`src/common/flzc_map.svh`:
```
// Constants for the freeze low power mode controller.
// Assumes a 125 MHz fabric clock; included by package and modules.
`ifndef FLZC_MAP_SVH
`define FLZC_MAP_SVH
// ----------------------------------------------------------------
// Timing figures in ns and derived cycle counts at 8 ns per clock
// ----------------------------------------------------------------
`define FLZC_CLK_PERIOD_NS 8
`define FLZC_ENTRY_MAX_NS 1000
`define FLZC_EXIT_MAX_NS 1000
`define FLZC_POWERUP_MAX_NS 5000
// Longest times round down
`define FLZC_ENTRY_CYC (`FLZC_ENTRY_MAX_NS / `FLZC_CLK_PERIOD_NS)
`define FLZC_EXIT_CYC (`FLZC_EXIT_MAX_NS / `FLZC_CLK_PERIOD_NS)
`define FLZC_POWERUP_CYC (`FLZC_POWERUP_MAX_NS / `FLZC_CLK_PERIOD_NS)
// Glitch filter length in clocks
`define FLZC_FILTER_CYC 4
// Counter width
`define FLZC_CNT_W 12
`endif

```
`src/common/flzc_pkg.sv`:
```
// Types shared by both ends of the freeze controller.
// Assumes flzc_map.svh on the include path.
`include "flzc_map.svh"
package flzc_pkg;
   // ----------------------------------------------------------------
   // Types
   // ----------------------------------------------------------------
   // Freeze type selection
   typedef enum logic {FLZC_TYPE1, FLZC_TYPE2} flzc_mode_e;
   // Device power state
   typedef enum logic [1:0] {FLZC_RUN, FLZC_ENTER, FLZC_FROZEN, FLZC_LEAVE} flzc_state_e;
   // Cycle counter
   typedef logic [`FLZC_CNT_W-1:0] flzc_cnt_t;
endpackage : flzc_pkg

```
`src/common/flzc_if.sv`:
```
// Link between the device end and the controlling party.
// Assumes both ends share clk.
interface flzc_if (
   input wire logic clk
);
   // Active-low freeze request from the controller
   logic freeze_request_n;
   // Active-high sleep permit from core logic (type 2)
   logic core_sleep_permit;
   // Device reports frozen state
   logic frozen;
   // Controller side
   modport ctrl (input clk, output freeze_request_n, output core_sleep_permit,
      input frozen);
   // Device side
   modport dev (input clk, input freeze_request_n, input core_sleep_permit,
      output frozen);
endinterface : flzc_if

```
`src/rtl/flzc_device.sv`:
```
// Device end of the freeze low power mode controller.
// Assumes the controller drives the request synchronous to clk.
`include "flzc_map.svh"
module flzc_device #(
   parameter int IN_W = 8,
   parameter int BANKS = 2,
   parameter int ENTRY_CYC = `FLZC_ENTRY_CYC,
   parameter int EXIT_CYC = `FLZC_EXIT_CYC,
   parameter int POWERUP_CYC = `FLZC_POWERUP_CYC
) (
   // Clock and reset
   input wire logic clk,
   input wire logic rst,
   // Link
   flzc_if.dev link,
   // Configuration
   input wire flzc_pkg::flzc_mode_e mode,
   input wire logic in_hold_en,
   // Fabric inputs and I/O
   input wire logic [IN_W-1:0] pad_in,
   input wire logic [IN_W-1:0] core_out,
   // To the fabric
   output logic [IN_W-1:0] core_in,
   output logic [IN_W-1:0] pad_out,
   output logic [BANKS-1:0] bank_active,
   output logic pll_powerdown,
   output logic pll_clk_en,
   output logic state_keep,
   output flzc_pkg::flzc_state_e state
);
   import flzc_pkg::*;
   // ----------------------------------------------------------------
   // Request filter and entry condition
   // ----------------------------------------------------------------
   logic req_filt_n; // Filtered active-low request
   logic enter_cond; // Entry condition
   logic powerup_q; // Still inside the power-up window
   flzc_cnt_t cnt_q; // Phase counter
   flzc_cnt_t pu_cnt_q; // Power-up window counter
   logic frozen_q; // Frozen flag
   logic [IN_W-1:0] pad_hold_q; // Held pad outputs
   logic [IN_W-1:0] in_hold_q; // Held inputs
   // Short pulses on the pin never reach the state machine
   flzc_glitch_filter #(
      .LEN(`FLZC_FILTER_CYC),
      .RST_VAL(1'b1)
   ) u_filt (
      .clk(clk),
      .rst(rst),
      .din(link.freeze_request_n),
      .dout(req_filt_n)
   );
   // Type 1: pin alone type 2: continuous AND
   always_comb begin
      if (mode == FLZC_TYPE1) begin
         enter_cond = !req_filt_n;
      end else begin
         enter_cond = !req_filt_n && link.core_sleep_permit;
      end
   end
   // ----------------------------------------------------------------
   // Power-up window
   // ----------------------------------------------------------------
   // Marks the first stretch after reset; nothing reads it, so a pending
   // request gets the normal entry settle, not a longer power-up allowance
   always_ff @(posedge clk) begin
      if (rst) begin
         pu_cnt_q <= '0;
         powerup_q <= 1'b1;
      end else if (powerup_q) begin
         pu_cnt_q <= pu_cnt_q + 1'b1;
         if (pu_cnt_q == flzc_cnt_t'(POWERUP_CYC - 1)) begin
            powerup_q <= 1'b0;
         end
      end
   end
   // ----------------------------------------------------------------
   // State machine
   // ----------------------------------------------------------------
   // Entry takes a fixed settle of half the allowed time, well inside
   // both the 1 us and the 5 us bound; exit likewise
   always_ff @(posedge clk) begin
      if (rst) begin
         state <= FLZC_RUN;
         cnt_q <= '0;
      end else begin
         case (state)
            // Normal operation
            FLZC_RUN: begin
               cnt_q <= '0;
               if (enter_cond) begin
                  state <= FLZC_ENTER;
               end
            end
            // Entry in progress; a dropped permit aborts
            FLZC_ENTER: begin
               if (!enter_cond) begin
                  state <= FLZC_RUN;
                  cnt_q <= '0;
               end else if (cnt_q == flzc_cnt_t'(ENTRY_CYC / 2 - 1)) begin
                  state <= FLZC_FROZEN;
                  cnt_q <= '0;
               end else begin
                  cnt_q <= cnt_q + 1'b1;
               end
            end
            // Frozen; only the pin releases it
            FLZC_FROZEN: begin
               cnt_q <= '0;
               if (req_filt_n) begin
                  state <= FLZC_LEAVE;
               end
            end
            // Exit settle
            FLZC_LEAVE: begin
               if (cnt_q == flzc_cnt_t'(EXIT_CYC / 2 - 1)) begin
                  state <= FLZC_RUN;
                  cnt_q <= '0;
               end else begin
                  cnt_q <= cnt_q + 1'b1;
               end
            end
            default: begin
               state <= FLZC_RUN;
               cnt_q <= '0;
            end
         endcase
      end
   end
   // ----------------------------------------------------------------
   // Outputs
   // ----------------------------------------------------------------
   // Frozen flag drives retention directly, and PLL and I/O one cycle later
   always_ff @(posedge clk) begin
      if (rst) begin
         frozen_q <= 1'b0;
      end else begin
         frozen_q <= (state == FLZC_ENTER && enter_cond
            && cnt_q == flzc_cnt_t'(ENTRY_CYC / 2 - 1)) || state == FLZC_FROZEN;
      end
   end
   // PLL power and clocks follow the freeze
   always_ff @(posedge clk) begin
      if (rst) begin
         pll_powerdown <= 1'b0;
         pll_clk_en <= 1'b1;
      end else begin
         pll_powerdown <= frozen_q;
         pll_clk_en <= !frozen_q;
      end
   end
   // Banks drop one per cycle, low bank first, so order is staged
   // rather than simultaneous
   always_ff @(posedge clk) begin
      if (rst) begin
         bank_active <= '1;
      end else if (frozen_q) begin
         bank_active <= {bank_active[BANKS-2:0], 1'b0};
      end else begin
         bank_active <= '1;
      end
   end
   // Inputs forced high unless hold in use pads held
   always_ff @(posedge clk) begin
      if (rst) begin
         core_in <= '0;
         in_hold_q <= '0;
      end else if (frozen_q) begin
         core_in <= in_hold_en ? in_hold_q : '1;
      end else begin
         core_in <= pad_in;
         in_hold_q <= pad_in;
      end
   end
   // Pad outputs latched at freeze; user logic must latch async paths
   always_ff @(posedge clk) begin
      if (rst) begin
         pad_out <= '0;
         pad_hold_q <= '0;
      end else if (frozen_q) begin
         pad_out <= pad_hold_q;
      end else begin
         pad_out <= core_out;
         pad_hold_q <= core_out;
      end
   end
   // Retention: state is kept, nothing is cleared
   assign state_keep = frozen_q;
   assign link.frozen = frozen_q;
   // Power-up window drives nothing; kept only as an unused signal
   logic unused_pu;
   assign unused_pu = powerup_q;
endmodule : flzc_device

```
`src/rtl/flzc_glitch_filter.sv`:
```
// Glitch filter: output follows input only once stable for LEN clocks.
// Assumes input already synchronous to clk.
module flzc_glitch_filter #(
   parameter int LEN = 4,
   parameter logic RST_VAL = 1'b1
) (
   // Clock and reset
   input wire logic clk,
   input wire logic rst,
   // Data
   input wire logic din,
   output logic dout
);
   // ----------------------------------------------------------------
   // Stability counter
   // ----------------------------------------------------------------
   logic [7:0] cnt_q; // Cycles input differs from output
   // Count while input differs; short pulses reset the count
   always_ff @(posedge clk) begin
      if (rst) begin
         cnt_q <= 8'h00;
         dout <= RST_VAL;
      end else if (din == dout) begin
         cnt_q <= 8'h00;
      end else if (cnt_q == 8'(LEN - 1)) begin
         cnt_q <= 8'h00;
         dout <= din;
      end else begin
         cnt_q <= cnt_q + 8'h01;
      end
   end
endmodule : flzc_glitch_filter

```
`src/flat_wrapper.sv`:
```
// flat-port wrapper written by rule: the top's interface ports become plain ports
module flzc_device_flat import flzc_pkg::*;
#(
   parameter int IN_W = 8,
   parameter int BANKS = 2,
   parameter int ENTRY_CYC = `FLZC_ENTRY_CYC,
   parameter int EXIT_CYC = `FLZC_EXIT_CYC,
   parameter int POWERUP_CYC = `FLZC_POWERUP_CYC
)
  (clk, rst, mode, in_hold_en, pad_in, core_out, core_in, pad_out, bank_active, pll_powerdown, pll_clk_en, state_keep, state, link_freeze_request_n, link_core_sleep_permit, link_frozen);
  flzc_if link_i (.clk(clk));
  input wire logic clk;
  input wire logic rst;
  input wire flzc_pkg::flzc_mode_e mode;
  input wire logic in_hold_en;
  input wire logic [IN_W-1:0] pad_in;
  input wire logic [IN_W-1:0] core_out;
  output logic [IN_W-1:0] core_in;
  output logic [IN_W-1:0] pad_out;
  output logic [BANKS-1:0] bank_active;
  output logic pll_powerdown;
  output logic pll_clk_en;
  output logic state_keep;
  output flzc_pkg::flzc_state_e state;
  input wire logic [$bits(link_i.freeze_request_n)-1:0] link_freeze_request_n;
  input wire logic [$bits(link_i.core_sleep_permit)-1:0] link_core_sleep_permit;
  output wire logic [$bits(link_i.frozen)-1:0] link_frozen;
  assign link_i.freeze_request_n = link_freeze_request_n;
  assign link_i.core_sleep_permit = link_core_sleep_permit;
  assign link_frozen = link_i.frozen;
  flzc_device #(.IN_W(IN_W), .BANKS(BANKS), .ENTRY_CYC(ENTRY_CYC), .EXIT_CYC(EXIT_CYC), .POWERUP_CYC(POWERUP_CYC)) u_core (.clk(clk), .rst(rst), .link(link_i), .mode(mode), .in_hold_en(in_hold_en), .pad_in(pad_in), .core_out(core_out), .core_in(core_in), .pad_out(pad_out), .bank_active(bank_active), .pll_powerdown(pll_powerdown), .pll_clk_en(pll_clk_en), .state_keep(state_keep), .state(state));
endmodule
```
`config.mk`:
```
export PLATFORM = sky130hd
export DESIGN_NAME = flzc_device_flat
export DESIGN_NICKNAME = d
export VERILOG_FILES = /design/src/common/flzc_pkg.sv /design/src/common/flzc_if.sv /design/src/rtl/flzc_device.sv /design/src/rtl/flzc_glitch_filter.sv /design/src/flat_wrapper.sv
export VERILOG_INCLUDE_DIRS = /design/src /design/src/common
export SDC_FILE = /design/constraint.sdc
export NUM_CORES = 1
export LEC_CHECK = 0
export BUFFER_PORTS_ARGS = -buffer_cell sky130_fd_sc_hd__buf_2
export CAP_MARGIN = 20
export CORE_UTILIZATION = 52
export DETAILED_ROUTE_END_ITERATION = 7
export GPL_TIMING_DRIVEN = 0
export PLACE_DENSITY = 0.78
export SLEW_MARGIN = 20
export SYNTH_ARGS = -nofsm -noshare
export SYNTH_HDL_FRONTEND = slang
export SYNTH_SLANG_ARGS = --single-unit
```
`constraint.sdc`:
```
create_clock -name clk -period 2 [get_ports clk]
set_input_delay 0.2 -clock clk [delete_from_list [all_inputs] [get_ports clk]]
set_output_delay 0.2 -clock clk [all_outputs]
set_load 0.1 [all_outputs]
```
; ---- Word level (Yosys, flattened, before mapping)
; Cells that the tools add are included.
[op_classes]
muxes = 13
n_bitwise = 2
n_eq_ne = 10
reduce_logical = 12
addsub = 2
[op_table]
columns = op, n
row1 = case mux 12 bit (3 select lines), 1
row2 = two-way mux 12 bit, 2
row3 = two-way mux 8 bit, 2
row4 = "adder 12 x 1 -> 12 bit, second input constant", 1
row5 = "equality test 12 x 6 -> 1 bit, second input constant", 1
row6 = two-way mux 2 bit, 5
row7 = "adder 8 x 1 -> 8 bit, second input constant", 1
row8 = "equality test 8 x 2 -> 1 bit, second input constant", 1
row9 = case mux 2 bit (4 select lines), 1
row10 = "equality test 2 bit, second input constant", 2
row11 = "!= test 2 x 1 -> 1 bit, second input constant", 2
row12 = AND reduction 4 bit, 1
row13 = OR reduction 2 bit, 2
row14 = logical AND 1 bit, 3
row15 = "!= test 3 bit, second input constant", 1
row16 = OR reduction 3 bit, 1
row17 = "equality test 2 x 1 -> 1 bit, second input constant", 1
row18 = logical NOT 1 bit, 2
row19 = logical NOT 2 bit, 1
row20 = two-way mux 1 bit, 2
row21 = "!= test 2 bit, second input constant", 1
row22 = inverter 1 bit, 2
row23 = AND reduction 2 bit, 1
row24 = equality test 1 bit, 1
row25 = logical OR 1 bit, 1
[word_totals]
wordCells = 51
inputBits = 22
regBits = 52

; ---- Longest topological paths before layout
[depth]
ltp_word = 6
depth_mapped = 7

; ---- By module
; From an unflattened synthesis, not the netlist that was laid out.
[hier_totals]
cells_unflattened = 198
area_unflattened_um2 = 1946.9
[by_module_without_submodules]
columns = module, area_each_um2, n_inst, cells_each, seq_area_each_um2
row1 = flzc_device, 1547.7, 1, 154, 840.8
row2 = flzc_glitch_filter, 399.1, 1, 44, 180.2

; ---- Least setup slack after synthesis
; No wires, ideal clock.
[synth_timing]
path_type = reg-to-reg
startpoint = reg u_core.frozen_q, in the netlist u_core.link.frozen
endpoint = reg u_core.core_in[5]
path_buffers = 2
required_time_ns = 1.866
t_arrival_ns = 1.909
path_slack_ns = -0.043
path_stages_with_launch = 5
cell_sequence = dfxtp_1 > buf_2 > buf_2 > mux2i_1 > o22ai_1
[synth_between]
elab_chain_cells = 1
[synth_lines]
columns = element, line
row1 = "start, declared", flzc_device.sv:40  ; logic frozen_q;
row2 = "start signal, assigned", flzc_device.sv:138  ; frozen_q <= (state == FLZC_ENTER && enter_cond
row3 = two-way mux 8 bit, flzc_device.sv:168  ; end else if (frozen_q) begin
row4 = "end signal, assigned", flzc_device.sv:169  ; core_in <= in_hold_en ? in_hold_q : '1;
row5 = "end signal, assigned", flzc_device.sv:171  ; core_in <= pad_in;
row6 = "end, declared", flzc_device.sv:23  ; output logic [IN_W-1:0] core_in,
; No other way between the ends.
; A chain may end at the register's enable or synchronous reset.

; ---- Final worst setup path
[layout_timing]
startpoint = reg u_core.state[0]
endpoint = out state[0]
[layout_rtl]
columns = element, line
row1 = "start, declared", flzc_device.sv:29  ; output flzc_pkg::flzc_state_e state
row2 = "start signal, assigned", flzc_device.sv:84  ; state <= FLZC_RUN;
row3 = "start signal, assigned", flzc_device.sv:92  ; state <= FLZC_ENTER;
row4 = "start signal, assigned", flzc_device.sv:98  ; state <= FLZC_RUN;
row5 = "end, declared", flat_wrapper.sv:24  ; output flzc_pkg::flzc_state_e state;
; No word-level cell between the ends.

==> results_dict.tcl <==
set metrics [dict create \
    synth-seq-cells 51 \
    coreArea_um2 3420 \
    worstSetupPathType "register to primary output" \
    top_level_ports 46 \
    synth.net_count 215 \
    cp-start-kind "register" \
    antenna_cells 0 \
    cp.arrival_ns 1.30 \
    worstPathMaxFanout 7 \
    grt_pass1_wl_um 5710 \
    cts_hold_buf 0 \
    globalplace.congestion 0.757 \
    fmax_mhz 665 \
    detail-route-antenna-nets 0 \
    cts_tree "built" \
    viasPerCell 4.91 \
    wl_um 3270 \
    holdCritPathClass "input port to register" \
    r2r_start "u_core.cnt_q[2]$_SDFF_PP0_" \
    rsz0062_at_grt "false" \
    fill_cells 278 \
    cap_viol_max_count 0 \
    slowest_delay_ns 0.48 \
    endpoint "state[0]" \
    netlist_instances 190 \
    min_period_over_period 0.752 \
    cts_buffers 5 \
    start_util 0.559 \
    synth_area_um2 1910 \
    vdd_drop_max_uv 478 \
    crit_path_end_kind "primary output" \
    path_buf_inv 1 \
    async_flop_share 0 \
    port_buffers 44 \
    status "complete, no violations" \
    post-cts-setup-buffers 0 \
    finalSetupTns_ns 0 \
    fin_nets 266 \
    layout-drive-gt1-share 0.256 \
    area_delta_synth_final_pct 20.1 \
    grt.total_usage 0.185 \
    clkTransAtPathRegs_ns 0.14 \
    seq_area_frac_synth 0.535 \
    setup_viol_count_final 0 \
    critPathLaunch "u_core.state[0]$_SDFFE_PP0P_" \
    antenna_found_initial 0 \
    htreeDepth 2 \
    multi_input_area_um2 810 \
    drt_iter0_drc 124 \
    via_count 1413 \
    skew_ns 0.0115 \
    syn_area_per_cell_um2 10.0 \
    required_ns 1.80 \
    grt_pass1_vias 1327 \
    path_cells "buf_2" \
    register_area_um2 1020 \
    hold_ws_ns 0.0721 \
    rrSetupSlack_ns 0.60 \
    hpwlAfterDp_um 2320 \
    dpl_cell_area_um2 2190 \
    slew_headroom 0.671 \
    grt_overflow 0 \
    synth_ff_type "dfxtp_1" \
    std_cell_rows 21 \
    grt_start_max_net_pins 17 \
    leakage_nw 0.974 \
    synth_edf_count 0 \
    die_h_um 62.6 \
    clock_latency_ns 0.36 \
    final_cell_area_um2 2290 \
    synth.distinct_cells 32 \
    ff2ff_path_depth 6 \
    clockBufferDepth 2 \
    hold_viol_final 0 \
    yosys_warnings 0 \
    cts_root_buffer "clkbuf_4" \
    r2r_end "u_core.cnt_q[9]$_SDFF_PP0_" \
    cts_num_sinks 51 \
    drcViolationCount 0 \
    die-area_um2 3920 \
    cpMaxStageDelayCell "dfxtp_1" \
    critPathTopFamily "flip-flops" \
    wire_per_inst_um 11.4 \
    fp.dieW_um 62.6 \
    maxSlewViolCount 0 \
    power_density_nw_per_um2 856 \
    drtPass1Iterations 4 \
    tightest_slew_ns 0.497 \
    cts_resized 0 \
    fin_crit_ns 1.50 \
    path_depth 1 \
]
## report_power, final
part	total [W]	switching (W)	internal, W
combinational	0.000210	0.000167	0.0000431
sequential	0.00105	0.00000940	0.00104
clock	0.000699	0.000310	0.000389
total	0.00196	0.000486	0.00148
## per-layer routing
metal | track usage | vias to the layer above | share of wire | wire length, um
met5 | 0 | - | 0 | 0
met2 | 0.308 | 33 | 0.46 | 1500
li1 | - | 750 | - | -
met4 | 0.0698 | 0 | 0.015 | 50
met3 | 0.0566 | 6 | 0.033 | 107
met1 | 0.221 | 624 | 0.49 | 1610
## layout make-up
cell class / instances / area share
plain buffers: 10 / 0.0257
clock buffers: 5 / 0.0164
clock inverters: 3 / 0.0295
inverters: 5 / 0.00819
multi-input cells: 124 / 0.353
flip-flops and latches: 51 / 0.446
well taps: 46 / 0.0251
repair buffers: 44 / 0.0961
## cell families after synthesis
logic type	after synthesis	share of synthesized area
DFF	51	0.535
muxes	17	0.0892
AOI/OAI and AO/OA	15	0.0564
xor gates and xnor gates	17	0.0780
buffers and inverters	15	0.0406
adders and majority gates	3	0.0197
and+or+nand+nor	72	0.181
## how the worst min path moves through the flow
stage                                            startpoint                                end  depth (start not counted)
final                                           core_out[6]     u_core.pad_out[6]$_SDFFE_PP0N_                          3
after floorplan                       link_freeze_request_n    u_core.u_filt.dout$_SDFFE_PP1P_                          2
after detailed placement  u_core.u_filt.cnt_q[0]$_SDFF_PP0_  u_core.u_filt.cnt_q[0]$_SDFF_PP0_                          1
after global placement    u_core.u_filt.cnt_q[0]$_SDFF_PP0_  u_core.u_filt.cnt_q[0]$_SDFF_PP0_                          1
after CTS                                       core_out[6]     u_core.pad_out[6]$_SDFFE_PP0N_                          3
after global routing                            core_out[0]     u_core.pad_out[0]$_SDFFE_PP0N_                          3
## registers in the layout, indices dropped and copies added (netlist names), 2 cells and up, named ones only
name                 count
u_core.core_in           8
u_core.in_hold_q         8
u_core.cnt_q            12
u_core.bank_active       2
u_core.u_filt.cnt_q      8
u_core.pad_out           8
## cells in the mapped netlist (all sizes together) (2+ instances only)
cell type | n | area, um^2
and3 | 4 | 25.0
a41o | 2 | 20.0
mux2i | 17 | 170
ha | 3 | 37.5
nor4 | 2 | 18.8
nor2 | 39 | 146
xnor2 | 5 | 43.8
and4 | 3 | 28.8
nand2 | 5 | 18.8
nand4 | 4 | 25.0
nand2b | 2 | 12.5
nand3 | 9 | 45.0
buf | 9 | 55.1
o22ai | 8 | 50.1
xor2 | 12 | 105
a21oi | 2 | 10.0
inv | 4 | 15.0
dfxtp | 51 | 1020
## cells in the final DEF, fill, tap and decap left out, types with 3 or more instances in the layout
cell type	instances
xnor2_1	5
and3_1	4
buf_4	3
ha_1	3
nand2_1	5
buf_1	3
nor2_1	39
nand3_1	9
clkbuf_4	5
nand4_1	4
o22ai_1	8
xor2_1	12
buf_2	46
inv_1	4
mux2i_1	17
dfxtp_1	50
## per-stage QoR
stage	instances	total power, W	setup slack, ns	utilization
after floorplan	190	0.00124	0.300	-
after global placement	280	0.00128	0.612	0.640
after detailed placement	280	0.00129	0.615	0.640
after CTS	288	0.00198	0.483	0.671
after global routing	288	0.00204	0.417	0.671
final	288	0.00196	0.496	0.671
(Power assumes the default switching activity.)
